`config.mk`:
```
export PLATFORM = sky130hd
export DESIGN_NAME = arc_restart_ctrl
export DESIGN_NICKNAME = d
export VERILOG_FILES = /design/src/design/arc_pkg.sv /design/src/design/arc_sync2.sv /design/src/design/arc_ms_tick.sv /design/src/design/arc_restart_ctrl.sv
export SDC_FILE = /design/constraint.sdc
export NUM_CORES = 1
export LEC_CHECK = 0
export BUFFER_PORTS_ARGS = -buffer_cell sky130_fd_sc_hd__buf_4
export CORE_UTILIZATION = 30
export DETAILED_ROUTE_END_ITERATION = 6
export PLACE_DENSITY_LB_ADDON = 0.15
export RECOVER_POWER = 25
export SLEW_MARGIN = 20
export SYNTH_ARGS = -nofsm -noshare
export SYNTH_HDL_FRONTEND = slang
export SYNTH_HIERARCHICAL = 1
export SYNTH_SLANG_ARGS = --single-unit
```
`constraint.sdc`:
```
create_clock -name clk -period 9.2 [get_ports clk]
set_input_delay 1.84 -clock clk [delete_from_list [all_inputs] [get_ports clk]]
set_output_delay 1.84 -clock clk [all_outputs]
set_load 0.005 [all_outputs]
```
`src/design/arc_pkg.sv`:
```
// shared constants and types of the automatic restart controller
package arc_pkg;
    // register port geometry
    localparam int ADDR_W = 8;
    localparam int DATA_W = 32;
    localparam int TIME_W = 16;
    localparam int CNT_W = 8;
    // register byte offsets, one aligned word each
    localparam logic [7:0] OFF_MODE = 8'h00;
    localparam logic [7:0] OFF_ATTEMPTS = 8'h04;
    localparam logic [7:0] OFF_DELAY = 8'h08;
    localparam logic [7:0] OFF_MONITOR = 8'h0c;
    localparam logic [7:0] OFF_CTRL = 8'h10;
    localparam logic [7:0] OFF_STATUS = 8'h14;
    // control register bit positions
    localparam int CTRL_INFEED_BIT = 0;
    localparam int CTRL_CLR_EXC_BIT = 1;
    // restart mode encodings
    localparam logic [2:0] MODE_OFF = 3'h0;
    localparam logic [2:0] MODE_ACK = 3'h1;
    localparam logic [2:0] MODE_LINE = 3'h4;
    localparam logic [2:0] MODE_ANY = 3'h6;
    // values after reset
    localparam logic [2:0] RST_MODE = 3'h0;
    localparam logic [CNT_W-1:0] RST_ATTEMPTS = 8'h03;
    localparam logic [TIME_W-1:0] RST_DELAY_MS = 16'h03e8;
    localparam logic [TIME_W-1:0] RST_MONITOR_MS = 16'hea60;
    // timing: one timer tick per millisecond at a 125 MHz clock
    localparam int CLK_PERIOD_NS = 8;
    localparam int TICK_TIME_NS = 1000000;
    localparam int TICK_CYCLES = (TICK_TIME_NS + CLK_PERIOD_NS - 1) / CLK_PERIOD_NS;
    localparam int SUCCESS_HOLD_S = 1;
    localparam logic [TIME_W-1:0] SUCCESS_HOLD_MS = TIME_W'(SUCCESS_HOLD_S * 1000);
    // restart sequencer states
    typedef enum logic [4:0] {
        ST_IDLE = 5'b00001,
        ST_ACK = 5'b00010,
        ST_WAIT = 5'b00100,
        ST_START = 5'b01000,
        ST_LOCK = 5'b10000
    } arc_state_e;
endpackage

```
`src/design/arc_sync2.sv`:
```
// two flip-flop synchroniser for a group of pin levels
`timescale 1ns/10ps
`default_nettype none
module arc_sync2 #(
    parameter int WIDTH = 1
) (
    input wire logic clk,
    input wire logic nrst,
    input wire logic [WIDTH-1:0] din,
    output logic [WIDTH-1:0] dout
);
    logic [WIDTH-1:0] stage1;

    // first stage is read only by the second stage
    always_ff @(posedge clk) begin
        if (!nrst) begin
            stage1 <= '0;
            dout <= '0;
        end else begin
            stage1 <= din;
            dout <= stage1;
        end
    end
endmodule
`default_nettype wire

```
`src/design/arc_ms_tick.sv`:
```
// divider giving a one-cycle tick per timer period
`timescale 1ns/10ps
`default_nettype none
module arc_ms_tick #(
    parameter int TICK_CYCLES = 125000
) (
    input wire logic clk,
    input wire logic nrst,
    output logic tick
);
    localparam int CW = $clog2(TICK_CYCLES + 1);
    logic [CW-1:0] divCnt;
    logic [CW-1:0] next_divCnt;
    logic next_tick;

    if (TICK_CYCLES < 2) begin : g_chk
        $error("arc_ms_tick: TICK_CYCLES must be at least 2");
    end

    // count down and pulse on wrap
    always_comb begin
        next_tick = 1'b0;
        next_divCnt = divCnt - CW'(1);
        if (divCnt == '0) begin
            next_divCnt = CW'(TICK_CYCLES - 1);
            next_tick = 1'b1;
        end
    end

    always_ff @(posedge clk) begin
        if (!nrst) begin
            divCnt <= '0;
            tick <= 1'b0;
        end else begin
            divCnt <= next_divCnt;
            tick <= next_tick;
        end
    end
endmodule
`default_nettype wire

```
`src/design/arc_restart_ctrl.sv`:
```
// automatic restart controller: fault acknowledge and drive power-up sequencer
`timescale 1ns/10ps
`default_nettype none
// Summary of operation
// RULE1: mode 0 off, 1 ack, 4 line, 6 any
// RULE2: on supply return acknowledge faults, power up
// RULE3: ack-only mode acknowledges faults, never restarts
// RULE4: later faults in ack-only mode also acknowledged
// RULE5: run high: delay plus 1s between faults
// RULE6: run low: 1s between ack and fault
// RULE7: ack-only mode never raises attempts-exceeded fault
// RULE8: line mode restarts only on line events
// RULE9: line mode acknowledges other faults, continues attempt
// RULE10: aux supply loss counts as line failure
// RULE11: any-fault mode restarts on fault or trigger0
// RULE12: any-fault attempts come from attempt count setting
// RULE13: any-fault mode watches restart with monitor time
// RULE14: mode above one may start drive automatically
// RULE15: other side should enable flying restart
// RULE16: x setting gives x+1 attempts, then fault
// RULE17: decrement per ack, ack every half delay
// RULE18: success after magnetization plus 1s, reload counter
// RULE19: monitor expiry raises fault, zero disables
// RULE20: reset clears counter, timers, sequencer idle
module arc_restart_ctrl
    import arc_pkg::*;
#(
    parameter int TICK_CYCLES = arc_pkg::TICK_CYCLES
) (
    input wire logic clk,
    input wire logic nrst,
    input wire logic [arc_pkg::ADDR_W-1:0] regAddr,
    input wire logic [arc_pkg::DATA_W-1:0] regWrData,
    input wire logic regWrite,
    input wire logic regRead,
    output logic [arc_pkg::DATA_W-1:0] regRdData,
    input wire logic faultPending,
    input wire logic moduleLineFailureFault,
    input wire logic infeedLineFailureFault,
    input wire logic auxSupplyLost,
    input wire logic [1:0] restartTriggerInputs,
    input wire logic runCommand,
    input wire logic infeedReady,
    input wire logic magnetizationDoneFlag,
    output logic faultAck,
    output logic powerUpReq,
    output logic attemptsExceededFault,
    output logic restartActive
);
    import arc_pkg::*;

    localparam int SYNC_W = 9;

    logic tick;
    logic [SYNC_W-1:0] pinSync;
    logic fault, modLine, infLine, auxLost, trig0, trig1, runCmd, ready, magDone;

    // configuration registers
    logic [2:0] restartModeSelect, next_restartModeSelect;
    logic [CNT_W-1:0] startAttemptCount, next_startAttemptCount;
    logic [TIME_W-1:0] attemptDelayTime, next_attemptDelayTime;
    logic [TIME_W-1:0] supplyReturnMonitorTime, next_supplyReturnMonitorTime;
    logic infeedObject, next_infeedObject;
    logic [DATA_W-1:0] next_regRdData;
    logic clrExc;

    // sequencer state
    arc_state_e state, next_state;
    logic [CNT_W-1:0] attemptCnt, next_attemptCnt;
    logic [TIME_W-1:0] phaseMs, next_phaseMs;
    logic [TIME_W-1:0] monitorMs, next_monitorMs;
    logic ackIssued, next_ackIssued;
    logic next_faultAck, next_powerUpReq, next_exc, next_restartActive;

    // decoded conditions
    logic modeRestart, lineEvt, qualify, succAck, monExpire, successEvt, excSet;
    logic [TIME_W-1:0] halfDelay;

    arc_ms_tick #(
        .TICK_CYCLES(TICK_CYCLES)
    ) u_tick (
        .clk(clk),
        .nrst(nrst),
        .tick(tick)
    );

    // every pin level crosses two flops before any logic sees it
    arc_sync2 #(
        .WIDTH(SYNC_W)
    ) u_sync (
        .clk(clk),
        .nrst(nrst),
        .din({faultPending, moduleLineFailureFault, infeedLineFailureFault, auxSupplyLost,
              restartTriggerInputs, runCommand, infeedReady, magnetizationDoneFlag}),
        .dout(pinSync)
    );

    assign {fault, modLine, infLine, auxLost, trig1, trig0, runCmd, ready, magDone} = pinSync;

    // register writes; software owns only the configuration
    always_comb begin
        next_restartModeSelect = restartModeSelect;
        next_startAttemptCount = startAttemptCount;
        next_attemptDelayTime = attemptDelayTime;
        next_supplyReturnMonitorTime = supplyReturnMonitorTime;
        next_infeedObject = infeedObject;
        clrExc = 1'b0;
        if (regWrite) begin
            unique case (regAddr)
                OFF_MODE: next_restartModeSelect = regWrData[2:0];
                OFF_ATTEMPTS: next_startAttemptCount = regWrData[CNT_W-1:0];
                OFF_DELAY: next_attemptDelayTime = regWrData[TIME_W-1:0];
                OFF_MONITOR: next_supplyReturnMonitorTime = regWrData[TIME_W-1:0];
                OFF_CTRL: begin
                    next_infeedObject = regWrData[CTRL_INFEED_BIT];
                    clrExc = regWrData[CTRL_CLR_EXC_BIT];
                end
                default: ;
            endcase
        end
    end

    // read data stands only in the cycle after the strobe; unmapped reads zero
    always_comb begin
        next_regRdData = '0;
        if (regRead) begin
            unique case (regAddr)
                OFF_MODE: next_regRdData[2:0] = restartModeSelect;
                OFF_ATTEMPTS: next_regRdData[CNT_W-1:0] = startAttemptCount;
                OFF_DELAY: next_regRdData[TIME_W-1:0] = attemptDelayTime;
                OFF_MONITOR: next_regRdData[TIME_W-1:0] = supplyReturnMonitorTime;
                OFF_CTRL: next_regRdData[CTRL_INFEED_BIT] = infeedObject;
                OFF_STATUS: next_regRdData = {8'h00, attemptCnt, 3'h0, state,
                                              4'h0, attemptsExceededFault, ackIssued,
                                              powerUpReq, restartActive};
                default: ;
            endcase
        end
    end

    always_ff @(posedge clk) begin
        if (!nrst) begin
            restartModeSelect <= RST_MODE;
            startAttemptCount <= RST_ATTEMPTS;
            attemptDelayTime <= RST_DELAY_MS;
            supplyReturnMonitorTime <= RST_MONITOR_MS;
            infeedObject <= 1'b0;
            regRdData <= '0;
        end else begin
            restartModeSelect <= next_restartModeSelect;
            startAttemptCount <= next_startAttemptCount;
            attemptDelayTime <= next_attemptDelayTime;
            supplyReturnMonitorTime <= next_supplyReturnMonitorTime;
            infeedObject <= next_infeedObject;
            regRdData <= next_regRdData;
        end
    end

    // qualifying events per mode; unlisted mode codes qualify nothing, as off does
    always_comb begin
        modeRestart = (restartModeSelect == MODE_LINE) || (restartModeSelect == MODE_ANY);
        lineEvt = modLine || trig1 || (infeedObject && infLine) // [RULE8]
                  || auxLost; // [RULE10]
        unique case (restartModeSelect)
            MODE_ACK: qualify = fault; // [RULE3] [RULE4]
            MODE_LINE: qualify = lineEvt; // [RULE8]
            MODE_ANY: qualify = fault || trig0; // [RULE11]
            default: qualify = 1'b0; // [RULE1]
        endcase
        // zero delay would hammer the fault source, so keep at least one tick
        halfDelay = (attemptDelayTime >> 1) == '0 ? TIME_W'(1) : attemptDelayTime >> 1; // [RULE17]
        succAck = ackIssued && !fault;
        monExpire = modeRestart && (supplyReturnMonitorTime != '0) // [RULE19]
                    && (monitorMs >= supplyReturnMonitorTime); // [RULE13]
        successEvt = (state == ST_START) && magDone && tick
                     && (phaseMs + TIME_W'(1) >= SUCCESS_HOLD_MS); // [RULE18]
    end

    // restart sequencer
    always_comb begin
        next_state = state;
        next_attemptCnt = attemptCnt;
        next_phaseMs = phaseMs;
        next_monitorMs = monitorMs;
        next_ackIssued = ackIssued;
        next_faultAck = 1'b0;
        excSet = 1'b0;
        if (tick && state != ST_IDLE && state != ST_LOCK) begin
            next_monitorMs = monitorMs + TIME_W'(1);
        end
        unique case (state)
            ST_IDLE: begin
                if (qualify) begin
                    next_state = ST_ACK;
                    next_phaseMs = '0;
                    next_monitorMs = '0; // [RULE13]
                    next_ackIssued = 1'b0;
                end
            end
            ST_ACK: begin
                if (tick) begin
                    next_phaseMs = phaseMs + TIME_W'(1);
                end
                if (fault && tick && phaseMs + TIME_W'(1) >= halfDelay) begin
                    next_faultAck = 1'b1; // [RULE2] [RULE9] [RULE17]
                    next_phaseMs = '0;
                    next_ackIssued = 1'b1;
                end
                if (succAck) begin
                    next_ackIssued = 1'b0;
                    if (modeRestart) begin
                        if (attemptCnt == '0) begin
                            excSet = 1'b1; // [RULE16]
                        end else begin
                            next_attemptCnt = attemptCnt - CNT_W'(1); // [RULE17] [RULE12]
                        end
                    end
                end
                if (restartModeSelect == MODE_ACK) begin
                    if (!fault) begin
                        next_state = ST_IDLE; // [RULE3] [RULE7]
                    end
                end else if (!modeRestart) begin
                    next_state = ST_IDLE; // [RULE1]
                end else if (excSet || monExpire) begin
                    excSet = 1'b1; // [RULE19]
                    next_state = ST_LOCK;
                end else if (!fault) begin
                    next_state = ST_WAIT; // [RULE9]
                end
            end
            ST_WAIT: begin
                if (!modeRestart) begin
                    next_state = ST_IDLE;
                end else if (fault) begin
                    next_state = ST_ACK;
                    next_phaseMs = '0;
                end else if (monExpire) begin
                    excSet = 1'b1; // [RULE19]
                    next_state = ST_LOCK;
                end else if (ready) begin
                    next_state = ST_START; // [RULE2] [RULE14]
                    next_phaseMs = '0;
                end
            end
            ST_START: begin
                if (magDone && tick) begin
                    next_phaseMs = phaseMs + TIME_W'(1);
                end
                if (!modeRestart) begin
                    next_state = ST_IDLE;
                end else if (fault) begin
                    next_state = ST_ACK;
                    next_phaseMs = '0;
                end else if (successEvt) begin
                    next_attemptCnt = startAttemptCount; // [RULE18] [RULE12]
                    next_state = ST_IDLE;
                end else if (monExpire && !magDone) begin
                    excSet = 1'b1; // [RULE19]
                    next_state = ST_LOCK;
                end
            end
            ST_LOCK: begin
                if (clrExc || restartModeSelect == MODE_OFF) begin
                    next_state = ST_IDLE;
                    next_attemptCnt = startAttemptCount;
                end
            end
            default: begin
                next_state = ST_IDLE;
            end
        endcase
        // the new trip wins over a clear in the same cycle
        next_exc = excSet || (attemptsExceededFault && !clrExc);
        // power-up only in a restart mode, only from the start phase
        next_powerUpReq = (next_state == ST_START) && runCmd && modeRestart; // [RULE14]
        next_restartActive = (next_state != ST_IDLE);
    end

    // counter and timers clear on reset; the counter is loaded on first use
    logic cntLoaded;
    always_ff @(posedge clk) begin
        if (!nrst) begin
            state <= ST_IDLE; // [RULE20]
            attemptCnt <= '0;
            cntLoaded <= 1'b0;
            phaseMs <= '0;
            monitorMs <= '0;
            ackIssued <= 1'b0;
            faultAck <= 1'b0;
            powerUpReq <= 1'b0;
            attemptsExceededFault <= 1'b0;
            restartActive <= 1'b0;
        end else begin
            state <= next_state;
            if (!cntLoaded && state == ST_IDLE && qualify) begin
                attemptCnt <= startAttemptCount; // [RULE12]
                cntLoaded <= 1'b1;
            end else begin
                attemptCnt <= next_attemptCnt;
            end
            phaseMs <= next_phaseMs;
            monitorMs <= next_monitorMs;
            ackIssued <= next_ackIssued;
            faultAck <= next_faultAck;
            powerUpReq <= next_powerUpReq;
            attemptsExceededFault <= next_exc;
            restartActive <= next_restartActive;
        end
    end

    // ticks since the last acknowledge, saturating; the spacing check then follows the tick rate
    logic [TIME_W-1:0] ackGap, next_ackGap;
    always_comb begin
        next_ackGap = ackGap;
        if (faultAck) begin
            next_ackGap = '0;
        end else if (tick && ackGap != '1) begin
            next_ackGap = ackGap + TIME_W'(1);
        end
    end

    always_ff @(posedge clk) begin
        if (!nrst) begin
            ackGap <= '1;
        end else begin
            ackGap <= next_ackGap;
        end
    end
endmodule
`default_nettype wire

```
# Yosys cells after proc, flatten, opt, wreduce, memory -nomap -nowiden
# Cells that the tools add are included.
# op_classes
eq_ne	30
n_reduce_logical	51
n_lt_le_gt_ge	3
addsub	4
n_mux	69
bitwise_logic	1
# op_table
op	n
$mux W16	13
$mux W5	15
$mux W8	8
$pmux W16 S4	1
$pmux W8 S3	2
$add A16 B1 Y16 const B	2
$pmux W5 S5	1
$mux W1	21
$pmux W5 S4	1
$logic_and A1 B1 Y1	18
$ne A3 B3 Y1 const B	6
$logic_not A17 Y1	1
$mux W17	1
$sub A17 B1 Y17 const B	1
$eq A8 B4 Y1 const B	2
$eq A8 B5 Y1 const B	2
$ge A16 B10 Y1 const B	1
$ge A16 B15 Y1	1
$ge A16 B16 Y1	1
$logic_not A16 Y1	1
$logic_not A8 Y1	2
$reduce_bool A16 Y1	1
$mux W15	1
$reduce_and A2 Y1	7
28 further kinds	48
# word_totals
regBits	163
output_inout_bits	36
input_bits	53
wordCells	180

# Longest topological paths before layout
# Gate-level depths: netlist (run 1).
# depth
depth_word	13
mapped_depth	16
depth_no_buf	14

# Cells and area by module
# The synthesis (run 1) kept the hierarchy.
# modules_own_cells
module	seq_area_each_um2	cells_per_inst	instances	area_each_um2
arc_restart_ctrl	2382.3	862	1	6750.2
arc_ms_tick	360.3	83	1	803.3
arc_sync2	360.3	37	1	501.7

# Worst setup path before layout (run 1)
# Ideal clock, no wire load.
# synth_timing
path_kind	input to register
startpoint	input port regAddr[1] (netlist name)
endpoint	register attemptCnt[4]
slack_ns	5.363
setup_ns	0.122
required_ns	9.078
n_path_buf	0
cell_stages	8
arrival_time_ns	3.715
path_cell_list	or4_1 > nor2_1 > nand4_1 > o311ai_0 > nand3_1 > o21ai_1 > a21oi_1 > a311o_1
# synth_via
elab_chain_len	6
# synth_lines
element	line_no	rtl
start: declaration	arc_restart_ctrl.sv:32	input wire logic [arc_pkg::ADDR_W-1:0] regAddr,
$eq A8 B5 Y1	arc_restart_ctrl.sv:109	unique case (regAddr)
$mux W1	arc_restart_ctrl.sv:109	
$mux W1	arc_restart_ctrl.sv:108	if (regWrite) begin
$logic_or A1 B1 Y1	arc_restart_ctrl.sv:264	if (clrExc || restartModeSelect == MODE_OFF) begin
$ne A3 B3 Y1 (no line)	--	
$reduce_and A8 Y1 (no line)	--	
end signal: assignment	arc_restart_ctrl.sv:297	attemptCnt <= startAttemptCount;
end signal: assignment	arc_restart_ctrl.sv:300	attemptCnt <= next_attemptCnt;
end: declaration	arc_restart_ctrl.sv:69	logic [CNT_W-1:0] attemptCnt, next_attemptCnt;
# Every way passes these cells.
# A chain may end at the register's enable or synchronous reset.

# Final worst setup path (run 1)
# layout_timing
startpoint	input port nrst
endpoint	register regRdData[18] (netlist name)
# layout_via
elab_chain_len	1
# layout_lines
element	line_no	rtl
start: declaration	arc_restart_ctrl.sv:31	input wire logic nrst,
$reduce_and A3 Y1 (no line)	--	
end signal: assignment	arc_restart_ctrl.sv:155	regRdData <= next_regRdData;
end: declaration	arc_restart_ctrl.sv:36	output logic [arc_pkg::DATA_W-1:0] regRdData,
# Every way passes these cells.

==> impl_metrics.prom, run 1 <==
# TYPE chip_impl_metric gauge
chip_impl_info{name="outcome",value="finished with violations"} 1
chip_impl_info{name="violations",value="DRC, capacitance limit, slew limit"} 1
chip_impl_metric{name="setup_slack",unit="ns"} 3.96
chip_impl_metric{name="power.switching",unit="mW"} 0.479
chip_impl_metric{name="grt_antenna_before_repair",unit=""} 0
chip_impl_info{name="path_class",value="input port to flop"} 1
chip_impl_metric{name="drv.max_cap_violation_count",unit=""} 1
chip_impl_metric{name="power.density_cell_area",unit="nW/um^2"} 174
chip_impl_metric{name="drc",unit=""} 10
chip_impl_metric{name="finish.net_count",unit=""} 1111
chip_impl_metric{name="die_w",unit="um"} 166
chip_impl_metric{name="synth-warning-count",unit=""} 6
chip_impl_metric{name="clock_tree.htree_level_count",unit=""} 4
chip_impl_metric{name="synthCells",unit=""} 982
chip_impl_metric{name="final_min_period_over_clock_period",unit="%"} 57.0
chip_impl_metric{name="cts_max_path_buffers",unit=""} 2
chip_impl_metric{name="grt_overflow",unit=""} 0
chip_impl_info{name="rsz0062_at_grt",value="no"} 1
chip_impl_metric{name="dp_hpwl",unit="um"} 17200
chip_impl_info{name="timing.critical_path.cells",value="clkbuf_1, clkbuf_1, nand2_1, nor2b_1, and2_1"} 1
chip_impl_metric{name="post-route-min-period",unit="ns"} 5.24
chip_impl_metric{name="wirelength",unit="um"} 23500
chip_impl_metric{name="synth.yosys.seq_area_share",unit="%"} 38.5
chip_impl_metric{name="antenna-diode-count",unit=""} 0
chip_impl_metric{name="post_synth_edffs",unit=""} 0
chip_impl_metric{name="hold_violations",unit=""} 0
chip_impl_metric{name="layout-area-overhead-vs-synth",unit="%"} 15.8
chip_impl_info{name="cp_common_cell",value="sky130_fd_sc_hd__clkbuf_1"} 1
chip_impl_metric{name="timing.clock.skew",unit="ns"} 0.0140
chip_impl_metric{name="post_dr_vias_cell",unit=""} 5.12
chip_impl_metric{name="drt_iter0_markers",unit=""} 447
chip_impl_metric{name="clockPowerShare",unit="%"} 44.5
chip_impl_metric{name="synth.cell_area",unit="sq um"} 8060
chip_impl_metric{name="p_sw_share",unit="%"} 29.5
chip_impl_info{name="netlist_top_cells_area",value="sky130_fd_sc_hd__dfxtp_1 (39%), sky130_fd_sc_hd__nand2_1 (6.0%), sky130_fd_sc_hd__ha_1 (5.3%)"} 1
chip_impl_info{name="cp_endpoint_kind",value="flop"} 1
chip_impl_metric{name="cts_resized",unit=""} 0
chip_impl_metric{name="met3_usage",unit="%"} 2.74
chip_impl_metric{name="fp-row-count",unit=""} 59
chip_impl_metric{name="die_area",unit="sq um"} 27500
chip_impl_metric{name="clock_insertion_delay_worst_skew",unit="ns"} 0.44
chip_impl_metric{name="synthesis.area_per_instance",unit="sq um"} 8.20
chip_impl_metric{name="design.core.area",unit="sq um"} 26200
chip_impl_metric{name="cts_buffers",unit=""} 17
chip_impl_metric{name="grt_use_total",unit="%"} 17.6
chip_impl_metric{name="rrSetupSlack",unit="ns"} 4.94
chip_impl_metric{name="vias_in_the_first_global_route",unit=""} 6595
chip_impl_metric{name="critPathMaxStageDelay",unit="ns"} 1.70
chip_impl_info{name="gr-max-usage-layer",value="met2"} 1
chip_impl_metric{name="final_design_area_no_fill",unit="sq um"} 9330
chip_impl_metric{name="antenna_left",unit=""} 0
chip_impl_metric{name="final_setup_violation_count",unit=""} 0
chip_impl_metric{name="synth_largest_type_area_fraction",unit="%"} 38.5
chip_impl_info{name="synth_top_flop_cell",value="sky130_fd_sc_hd__dfxtp_1"} 1
chip_impl_metric{name="synth_async_sr_flop_share",unit="%"} 0
chip_impl_metric{name="gpl.final_weighted_congestion",unit=""} 0.822
chip_impl_metric{name="routed-via-count",unit=""} 7019
chip_impl_metric{name="io_pins",unit=""} 89
chip_impl_metric{name="ys_seq_elements",unit=""} 155
chip_impl_metric{name="groute.layer.met2.usage",unit="%"} 27.2
chip_impl_metric{name="internal_power",unit="mW"} 1.15
chip_impl_metric{name="place.port_buffers",unit=""} 64
chip_impl_metric{name="critPathRequiredTime",unit="ns"} 9.57
chip_impl_metric{name="groute.layer.met1.usage",unit="%"} 25.1
chip_impl_metric{name="cts_hold_buf",unit=""} 0
chip_impl_info{name="worstReg2RegStart",value="phaseMs[0]"} 1
chip_impl_metric{name="slew_violations",unit=""} 40
chip_impl_metric{name="drt_pass1_iterations",unit=""} 7
chip_impl_metric{name="wl_per_cell",unit="um"} 17.1
chip_impl_metric{name="number_of_distinct_library_cell_variants_in_the_gate_level_netlist_after_synthesis",unit=""} 78
chip_impl_metric{name="floorplan.initialDensity",unit="%"} 30.7
chip_impl_info{name="min_from",value="u_sync/stage1[5]"} 1
chip_impl_info{name="root_buffer",value="sky130_fd_sc_hd__clkbuf_16"} 1
chip_impl_metric{name="leakage",unit="nW"} 3.61
chip_impl_info{name="critical_path.slowest_cell",value="sky130_fd_sc_hd__clkbuf_1"} 1
chip_impl_metric{name="pre_cts_ws",unit="ns"} 4.49
chip_impl_metric{name="path_max_fanout",unit=""} 39
chip_impl_metric{name="cts_post_setup_buffers_inserted",unit=""} 0
chip_impl_metric{name="grt_max_degree",unit=""} 51
chip_impl_info{name="synth_largest_area_cell",value="sky130_fd_sc_hd__dfxtp_1"} 1
chip_impl_metric{name="peakVddDrop",unit="V"} 0.000100
chip_impl_metric{name="p_comb_share",unit="%"} 10.8
chip_impl_metric{name="upper_clock_frequency_limit",unit="GHz"} 0.191
chip_impl_info{name="sort_of_element_at_the_start_of_the_critical_path",value="input port"} 1
chip_impl_metric{name="wire_length_of_the_first_global_routing_pass",unit="um"} 37800
chip_impl_info{name="tritoncts",value="done"} 1
chip_impl_metric{name="pwr-share-seq",unit="%"} 44.7
chip_impl_metric{name="clk_transition_reported_paths",unit="ns"} 0.07
chip_impl_metric{name="post_route_cells_drive_above_1_share",unit="%"} 14.8
chip_impl_info{name="hold_class",value="flop to flop"} 1
chip_impl_metric{name="final_tns_setup",unit="ns"} 0
chip_impl_metric{name="placed_area",unit="sq um"} 8740
chip_impl_metric{name="worst_margin_slew",unit="ns"} 2.32
chip_impl_metric{name="worst-endpoint-arrival",unit="ns"} 5.61
chip_impl_metric{name="floorplan.die.height",unit="um"} 166
chip_impl_metric{name="timing.max_slew.rel_slack",unit="%"} -54.5
chip_impl_metric{name="clock_sink_count",unit=""} 155
chip_impl_info{name="setup.worst_path.start",value="nrst"} 1
cells in the mapped netlist, types with 5 or more instances:
| cell type | count |
|---|---|
| sky130_fd_sc_hd__a211oi_1 | 5 |
| sky130_fd_sc_hd__mux2i_1 | 14 |
| sky130_fd_sc_hd__and2_2 | 14 |
| sky130_fd_sc_hd__o31ai_1 | 8 |
| sky130_fd_sc_hd__a22oi_1 | 17 |
| sky130_fd_sc_hd__nor2_2 | 9 |
| sky130_fd_sc_hd__nand2b_1 | 5 |
| sky130_fd_sc_hd__xnor2_1 | 18 |
| sky130_fd_sc_hd__clkbuf_1 | 28 |
| sky130_fd_sc_hd__nor4_1 | 18 |
| sky130_fd_sc_hd__inv_1 | 50 |
| sky130_fd_sc_hd__nand3_1 | 49 |
| sky130_fd_sc_hd__o21ai_0 | 37 |
| sky130_fd_sc_hd__or3_1 | 7 |
| sky130_fd_sc_hd__buf_2 | 7 |
| sky130_fd_sc_hd__a31oi_1 | 10 |
| sky130_fd_sc_hd__dfxtp_1 | 155 |
| sky130_fd_sc_hd__xor2_1 | 22 |
| sky130_fd_sc_hd__or4_1 | 6 |
| sky130_fd_sc_hd__ha_1 | 34 |
| sky130_fd_sc_hd__o211ai_1 | 14 |
| sky130_fd_sc_hd__nand2_1 | 128 |
| sky130_fd_sc_hd__a21oi_1 | 75 |
| sky130_fd_sc_hd__and2_1 | 19 |
| sky130_fd_sc_hd__nor2_1 | 85 |
| sky130_fd_sc_hd__buf_4 | 11 |
| sky130_fd_sc_hd__nor2b_1 | 7 |
| sky130_fd_sc_hd__nand4_1 | 14 |
| sky130_fd_sc_hd__nor3_1 | 14 |
| sky130_fd_sc_hd__and3_1 | 8 |
critical path, delay by kind of cell:
| kind | cells | cell delay, ns |
|---|---|---|
| buffers and inverters | 2 | 2.15 |
| AND/OR/NAND/NOR | 3 | 1.59 |
final timing paths:
| check | endpoint | depth (start not counted) |
|---|---|---|
| setup reg to reg | phaseMs[11] | 14 |
| hold / removal | u_sync/dout[5] | 1 |
| setup / recovery | regRdData[18] | 5 |
| hold reg to reg | u_sync/dout[5] | 1 |
cells in the final DEF, fill, tap and decap left out, types with 14 or more instances in the layout:
cell,instances
sky130_fd_sc_hd__a21oi_1,75
sky130_fd_sc_hd__a22oi_1,17
sky130_fd_sc_hd__and2_1,18
sky130_fd_sc_hd__and2_2,14
sky130_fd_sc_hd__buf_4,48
sky130_fd_sc_hd__clkbuf_16,17
sky130_fd_sc_hd__clkbuf_4,19
sky130_fd_sc_hd__dfxtp_1,155
sky130_fd_sc_hd__ha_1,34
sky130_fd_sc_hd__inv_1,50
sky130_fd_sc_hd__mux2i_1,14
sky130_fd_sc_hd__nand2_1,129
sky130_fd_sc_hd__nand3_1,49
sky130_fd_sc_hd__nand4_1,14
sky130_fd_sc_hd__nor2_1,85
sky130_fd_sc_hd__nor3_1,14
sky130_fd_sc_hd__nor4_1,18
sky130_fd_sc_hd__o211ai_1,14
sky130_fd_sc_hd__o21ai_0,37
sky130_fd_sc_hd__xnor2_1,18
sky130_fd_sc_hd__xor2_1,22
cell families after synthesis:
logic type      after synthesis  share of synthesized area (%)
simple gates                417                           26.7
compound gates              214                           16.9
flops                       155                           38.5
buf+inv                     104                           5.86
xor+xnor                     40                           4.35
fa+ha+maj                    34                           5.28
mux                          17                           2.30
other cells                   1                         0.0466
per-layer routing:
layer  vias to the layer above  part of all wire, %
li1                       3533                    -
met1                      3290                   51
met2                       180                   44
met3                        16                  4.6
met4                         0                  1.2
met5                         -                    0
registers in the layout, summed over array words and instances, names as in the netlist, 3 cells and up:
name                     count
attemptCnt                   8
attemptDelayTime            16
monitorMs                   16
phaseMs                     16
regRdData                   24
restartModeSelect            3
startAttemptCount            8
state                        5
supplyReturnMonitorTime     16
u_sync/dout                  9
u_sync/stage1                9
u_tick/divCnt               17
power by group through the flow:
stage	Clock, mW	Sequential [mW]	Combinational, mW
2_1_floorplan	0	0.735	0.146
3_3_place_gp	0	0.742	0.178
3_5_place_dp	0	0.742	0.180
4_1_cts	0.748	0.727	0.181
5_1_grt	0.771	0.732	0.199
6_report	0.725	0.727	0.175
metrics by stage:
stage                     instances  hold WS, ns  utilization, %  total power [mW]
after floorplan                 989        0.407               -             0.881
after global placement         1340        0.416            33.3             0.920
after detailed placement       1340        0.417            33.3             0.922
after CTS                      1372        0.434            35.7              1.66
after global routing           1372        0.446            35.6              1.70
final                          1372        0.432            35.6              1.63
cell type report:
class / count / area (sq um)
Fill cell: 2732 / 16900
Multi-Input combinational cell: 730 / 4490
Sequential cell: 155 / 3100
Timing Repair Buffer: 69 / 510
Clock buffer: 17 / 425
Tap cell: 335 / 419
Inverter: 51 / 191
Clock inverter: 15 / 190
No activity file was read; power rests on OpenSTA's default activity.
==> run 2, diff against run 1 <==
- ABC_AREA: unset -> 1
- clock period: 9.2 -> 5 ns (I/O delays scaled with it)
==> run 2 against run 1 <==
Against the previous run:
- the flow now finishes without violations
- first-iteration DRC count is 21% higher
- die area grew 4.5%
- clock-buffer cell count is 1 higher
- critical path type is now flop to flop
- utilization is 0.37 points higher
- hold slack got worse by 0.020 ns
- sequential share of layout area down 1.6 points
- sequential power rose by 87%
- critical endpoint is now phaseMs[0]
==> impl_metrics.prom, run 2 <==
# TYPE chip_impl_metric gauge
chip_impl_info{name="sort_of_element_at_the_start_of_the_critical_path",value="flop"} 1
chip_impl_metric{name="dp_hpwl",unit="um"} 17800
chip_impl_info{name="layout.cells.most_common_list",value="sky130_fd_sc_hd__nand2_1 (240), sky130_fd_sc_hd__inv_1 (189), sky130_fd_sc_hd__nor2_1 (186), sky130_fd_sc_hd__dfxtp_1 (155), sky130_fd_sc_hd__o21ai_0 (65)"} 1
chip_impl_metric{name="drv.max_cap_violation_count",unit=""} 0
chip_impl_metric{name="wirelength",unit="um"} 23600
chip_impl_metric{name="power.density_cell_area",unit="nW/um^2"} 325
chip_impl_metric{name="synthCells",unit=""} 1216
chip_impl_metric{name="timing.reg2reg.worst_path_depth",unit=""} 16
chip_impl_metric{name="place.port_buffers",unit=""} 64
chip_impl_metric{name="io_pins",unit=""} 89
chip_impl_metric{name="yosys-mux-area-fraction",unit="%"} 0.371
chip_impl_info{name="rsz0062_at_grt",value="no"} 1
chip_impl_metric{name="synth.cell_area",unit="sq um"} 8430
chip_impl_metric{name="synth_largest_type_area_fraction",unit="%"} 36.8
chip_impl_metric{name="drt_iter0_markers",unit=""} 540
chip_impl_metric{name="post_dr_vias_cell",unit=""} 4.62
chip_impl_info{name="critical_path.slowest_cell",value="sky130_fd_sc_hd__dfxtp_1"} 1
chip_impl_info{name="cp_endpoint_kind",value="flop"} 1
chip_impl_info{name="synth_top_family_by_area",value="simple AND/OR/NAND/NOR gates"} 1
chip_impl_metric{name="synth_compound_gate_area_share",unit="%"} 13.1
chip_impl_metric{name="cts_resized",unit=""} 0
chip_impl_metric{name="slew_violations",unit=""} 0
chip_impl_metric{name="design.core.area",unit="sq um"} 27300
chip_impl_metric{name="antenna_left",unit=""} 0
chip_impl_metric{name="clock_sink_count",unit=""} 155
chip_impl_info{name="outcome",value="complete, no violations"} 1
chip_impl_info{name="tritoncts",value="done"} 1
chip_impl_metric{name="timing.clock.skew",unit="ns"} 0.0107
chip_impl_metric{name="hold_violations",unit=""} 0
chip_impl_metric{name="worst_margin_slew",unit="ns"} 0.751
chip_impl_info{name="timing.critical_path.cells",value="ha_1, nand3_1, nor2_2, nand2_1, xor2_1, inv_1, ha_1, inv_1, nor3_1, a211oi_1, nor2_1, nor2_1, nand3_2, nand2_4, nand2_1, a21oi_1"} 1
chip_impl_metric{name="die_w",unit="um"} 170
chip_impl_metric{name="upper_clock_frequency_limit",unit="GHz"} 0.317
chip_impl_metric{name="timing.max_slew.rel_slack",unit="%"} 49.5
chip_impl_metric{name="drc",unit=""} 0
chip_impl_info{name="layout.cells.most_common",value="sky130_fd_sc_hd__nand2_1"} 1
chip_impl_metric{name="clock_insertion_delay_worst_skew",unit="ns"} 0.43
chip_impl_metric{name="routed-via-count",unit=""} 7683
chip_impl_metric{name="ys_seq_elements",unit=""} 155
chip_impl_metric{name="layout-area-overhead-vs-synth",unit="%"} 16.3
chip_impl_metric{name="number_of_distinct_library_cell_variants_in_the_gate_level_netlist_after_synthesis",unit=""} 51
chip_impl_metric{name="worstPathBufferInverterCount",unit=""} 2
chip_impl_metric{name="clock_tree.htree_level_count",unit=""} 4
chip_impl_info{name="hold_class",value="flop to flop"} 1
chip_impl_metric{name="cts_buffers",unit=""} 17
chip_impl_metric{name="synth_async_sr_flop_share",unit="%"} 0
chip_impl_metric{name="holdPathStages",unit=""} 2
chip_impl_info{name="commonest_cells_in_the_synthesized_netlist",value="sky130_fd_sc_hd__nand2_1 (239), sky130_fd_sc_hd__inv_1 (189), sky130_fd_sc_hd__nor2_1 (186)"} 1
chip_impl_info{name="largest_registers",value="regRdData x24, u_tick/divCnt x17"} 1
chip_impl_metric{name="clk_transition_reported_paths",unit="ns"} 0.07
chip_impl_metric{name="wire_length_of_the_first_global_routing_pass",unit="um"} 38300
chip_impl_metric{name="synth-warning-count",unit=""} 6
chip_impl_metric{name="final_design_area_no_fill",unit="sq um"} 9800
chip_impl_info{name="largest_register",value="regRdData"} 1
chip_impl_metric{name="worst-endpoint-arrival",unit="ns"} 3.52
chip_impl_metric{name="synth_simple_gate_area_share",unit="%"} 30.2
chip_impl_metric{name="floorplan.initialDensity",unit="%"} 30.9
chip_impl_metric{name="die_area",unit="sq um"} 28800
chip_impl_metric{name="cts_hold_buf",unit=""} 0
chip_impl_metric{name="drt_pass1_iterations",unit=""} 5
chip_impl_metric{name="yosys.area_share.xor_xnor",unit="%"} 3.33
chip_impl_metric{name="path_max_fanout",unit=""} 17
chip_impl_metric{name="wl_per_cell",unit="um"} 14.2
chip_impl_metric{name="cts_post_setup_buffers_inserted",unit=""} 0
chip_impl_metric{name="vias_in_the_first_global_route",unit=""} 7255
chip_impl_metric{name="synth_fa_ha_area_share",unit="%"} 5.05
chip_impl_metric{name="leakage",unit="nW"} 4.70
chip_impl_metric{name="fp-row-count",unit=""} 60
chip_impl_info{name="worstReg2RegStart",value="phaseMs[0]"} 1
chip_impl_metric{name="critPathRequiredTime",unit="ns"} 5.36
chip_impl_info{name="netlist_top_cells_area",value="sky130_fd_sc_hd__dfxtp_1 (37%), sky130_fd_sc_hd__nand2_1 (11%), sky130_fd_sc_hd__inv_1 (8.4%)"} 1
chip_impl_metric{name="largest_reg_flops",unit=""} 24
chip_impl_metric{name="grt_antenna_before_repair",unit=""} 0
chip_impl_metric{name="placed_area",unit="sq um"} 9250
chip_impl_info{name="min_from",value="u_sync/stage1[6]"} 1
chip_impl_metric{name="final_setup_violation_count",unit=""} 0
chip_impl_info{name="crit-reg2reg-capture",value="phaseMs[0]"} 1
chip_impl_metric{name="final_tns_setup",unit="ns"} 0
chip_impl_info{name="synth_top_flop_cell",value="sky130_fd_sc_hd__dfxtp_1"} 1
chip_impl_metric{name="grt_use_total",unit="%"} 17.2
chip_impl_metric{name="peakVddDrop",unit="V"} 0.000202
chip_impl_metric{name="synthesis.area_per_instance",unit="sq um"} 6.93
chip_impl_metric{name="post-route-min-period",unit="ns"} 3.16
chip_impl_info{name="path_delay_family",value="simple AND/OR/NAND/NOR gates"} 1
chip_impl_metric{name="floorplan.die.height",unit="um"} 170
chip_impl_metric{name="finish.net_count",unit=""} 1364
chip_impl_metric{name="post_synth_edffs",unit=""} 0
chip_impl_metric{name="final_min_period_over_clock_period",unit="%"} 63.1
chip_impl_metric{name="grt_max_degree",unit=""} 56
chip_impl_metric{name="cts_max_path_buffers",unit=""} 2
chip_impl_metric{name="critPathMaxStageDelay",unit="ns"} 0.47
chip_impl_info{name="synth.most_common_cell",value="sky130_fd_sc_hd__nand2_1"} 1
chip_impl_metric{name="synth.yosys.seq_area_share",unit="%"} 36.8
chip_impl_metric{name="antenna-diode-count",unit=""} 0
chip_impl_info{name="root_buffer",value="sky130_fd_sc_hd__clkbuf_16"} 1
chip_impl_info{name="synth_largest_area_cell",value="sky130_fd_sc_hd__dfxtp_1"} 1
chip_impl_info{name="path_class",value="flop to flop"} 1
chip_impl_metric{name="post_route_cells_drive_above_1_share",unit="%"} 12.6
chip_impl_info{name="min_delay_endpoint",value="u_sync/dout[6]"} 1
chip_impl_metric{name="rrSetupSlack",unit="ns"} 1.84
chip_impl_metric{name="grt_overflow",unit=""} 0
chip_impl_metric{name="gpl.final_weighted_congestion",unit=""} 0.868
run 2: cell count changes after synthesis, moves of 13 or more:
cell and change:
sky130_fd_sc_hd__inv_1 +139, sky130_fd_sc_hd__nand2_1 +111, sky130_fd_sc_hd__nor2_1 +101, sky130_fd_sc_hd__o21ai_0 +28
sky130_fd_sc_hd__and2_1 -19, sky130_fd_sc_hd__a22oi_1 -17, sky130_fd_sc_hd__nand2_2 +15, sky130_fd_sc_hd__nor4_1 -14
sky130_fd_sc_hd__and2_2 -13, sky130_fd_sc_hd__nand4_1 +13, sky130_fd_sc_hd__xnor2_1 -13
run 2: final cells by class:
type / count / area (sq um)
clock buffer: 18 / 429
clock inverter: 14 / 150
fill: 3009 / 17400
inverter: 192 / 721
multi-input combinational: 839 / 4390
sequential: 155 / 3100
tap: 372 / 465
timing repair buffer: 72 / 541
run 2: per-layer routing:
metal	vias up	routed length (um)	global-route usage, %
met5	-	0	0
met4	0	348	5.29
met3	20	852	3.06
met2	138	10700	27.4
met1	3522	11700	23.5
li1	4003	-	-
run 2: through the flow:
step           hold slack (ns)  setup WS (ns)  power, mW  util [%]  cells
5_1_grt                  0.441           1.56       3.39      36.0   1662
2_1_floorplan            0.386           2.44       1.83         -   1223
6_report                 0.412           1.84       3.19      36.0   1662
4_1_cts                  0.417           1.83       3.25      36.1   1662
3_3_place_gp             0.401           1.80       1.95      33.9   1630
3_5_place_dp             0.398           1.77       1.95      33.9   1630
run 2: cells by family (layout without fill, tap and decap cells):
logic type | after synthesis | count (layout)
mux | 3 | 3
other cells | 1 | 8
flops | 155 | 155
compound gates | 190 | 190
buf+inv | 229 | 296
simple gates | 572 | 572
fa+ha+maj | 34 | 34
xor+xnor | 32 | 32
run 2: worst min-delay path: stages, from the launching register on:
cell	delay (ns)
sky130_fd_sc_hd__dfxtp_1	0.31
sky130_fd_sc_hd__nand2_1	0.04
sky130_fd_sc_hd__inv_1	0.04
run 2: worst max path at each step:
stage | end | slack (ns) | start | cells after the start
final | phaseMs[0] | 1.84 | phaseMs[0] | 16
after floorplan | phaseMs[1] | 2.44 | phaseMs[0] | 17
after CTS | phaseMs[0] | 1.83 | phaseMs[0] | 16
after detailed placement | regRdData[2] | 1.77 | regAddr[6] | 10
after global placement | regRdData[2] | 1.80 | regAddr[6] | 10
after global routing | phaseMs[9] | 1.56 | phaseMs[0] | 16
run 2: power by group:
part / total (mW) / internal, mW / switching (mW)
Combinational: 0.537 / 0.198 / 0.339
Sequential: 1.36 / 1.31 / 0.0559
Clock: 1.29 / 0.669 / 0.620
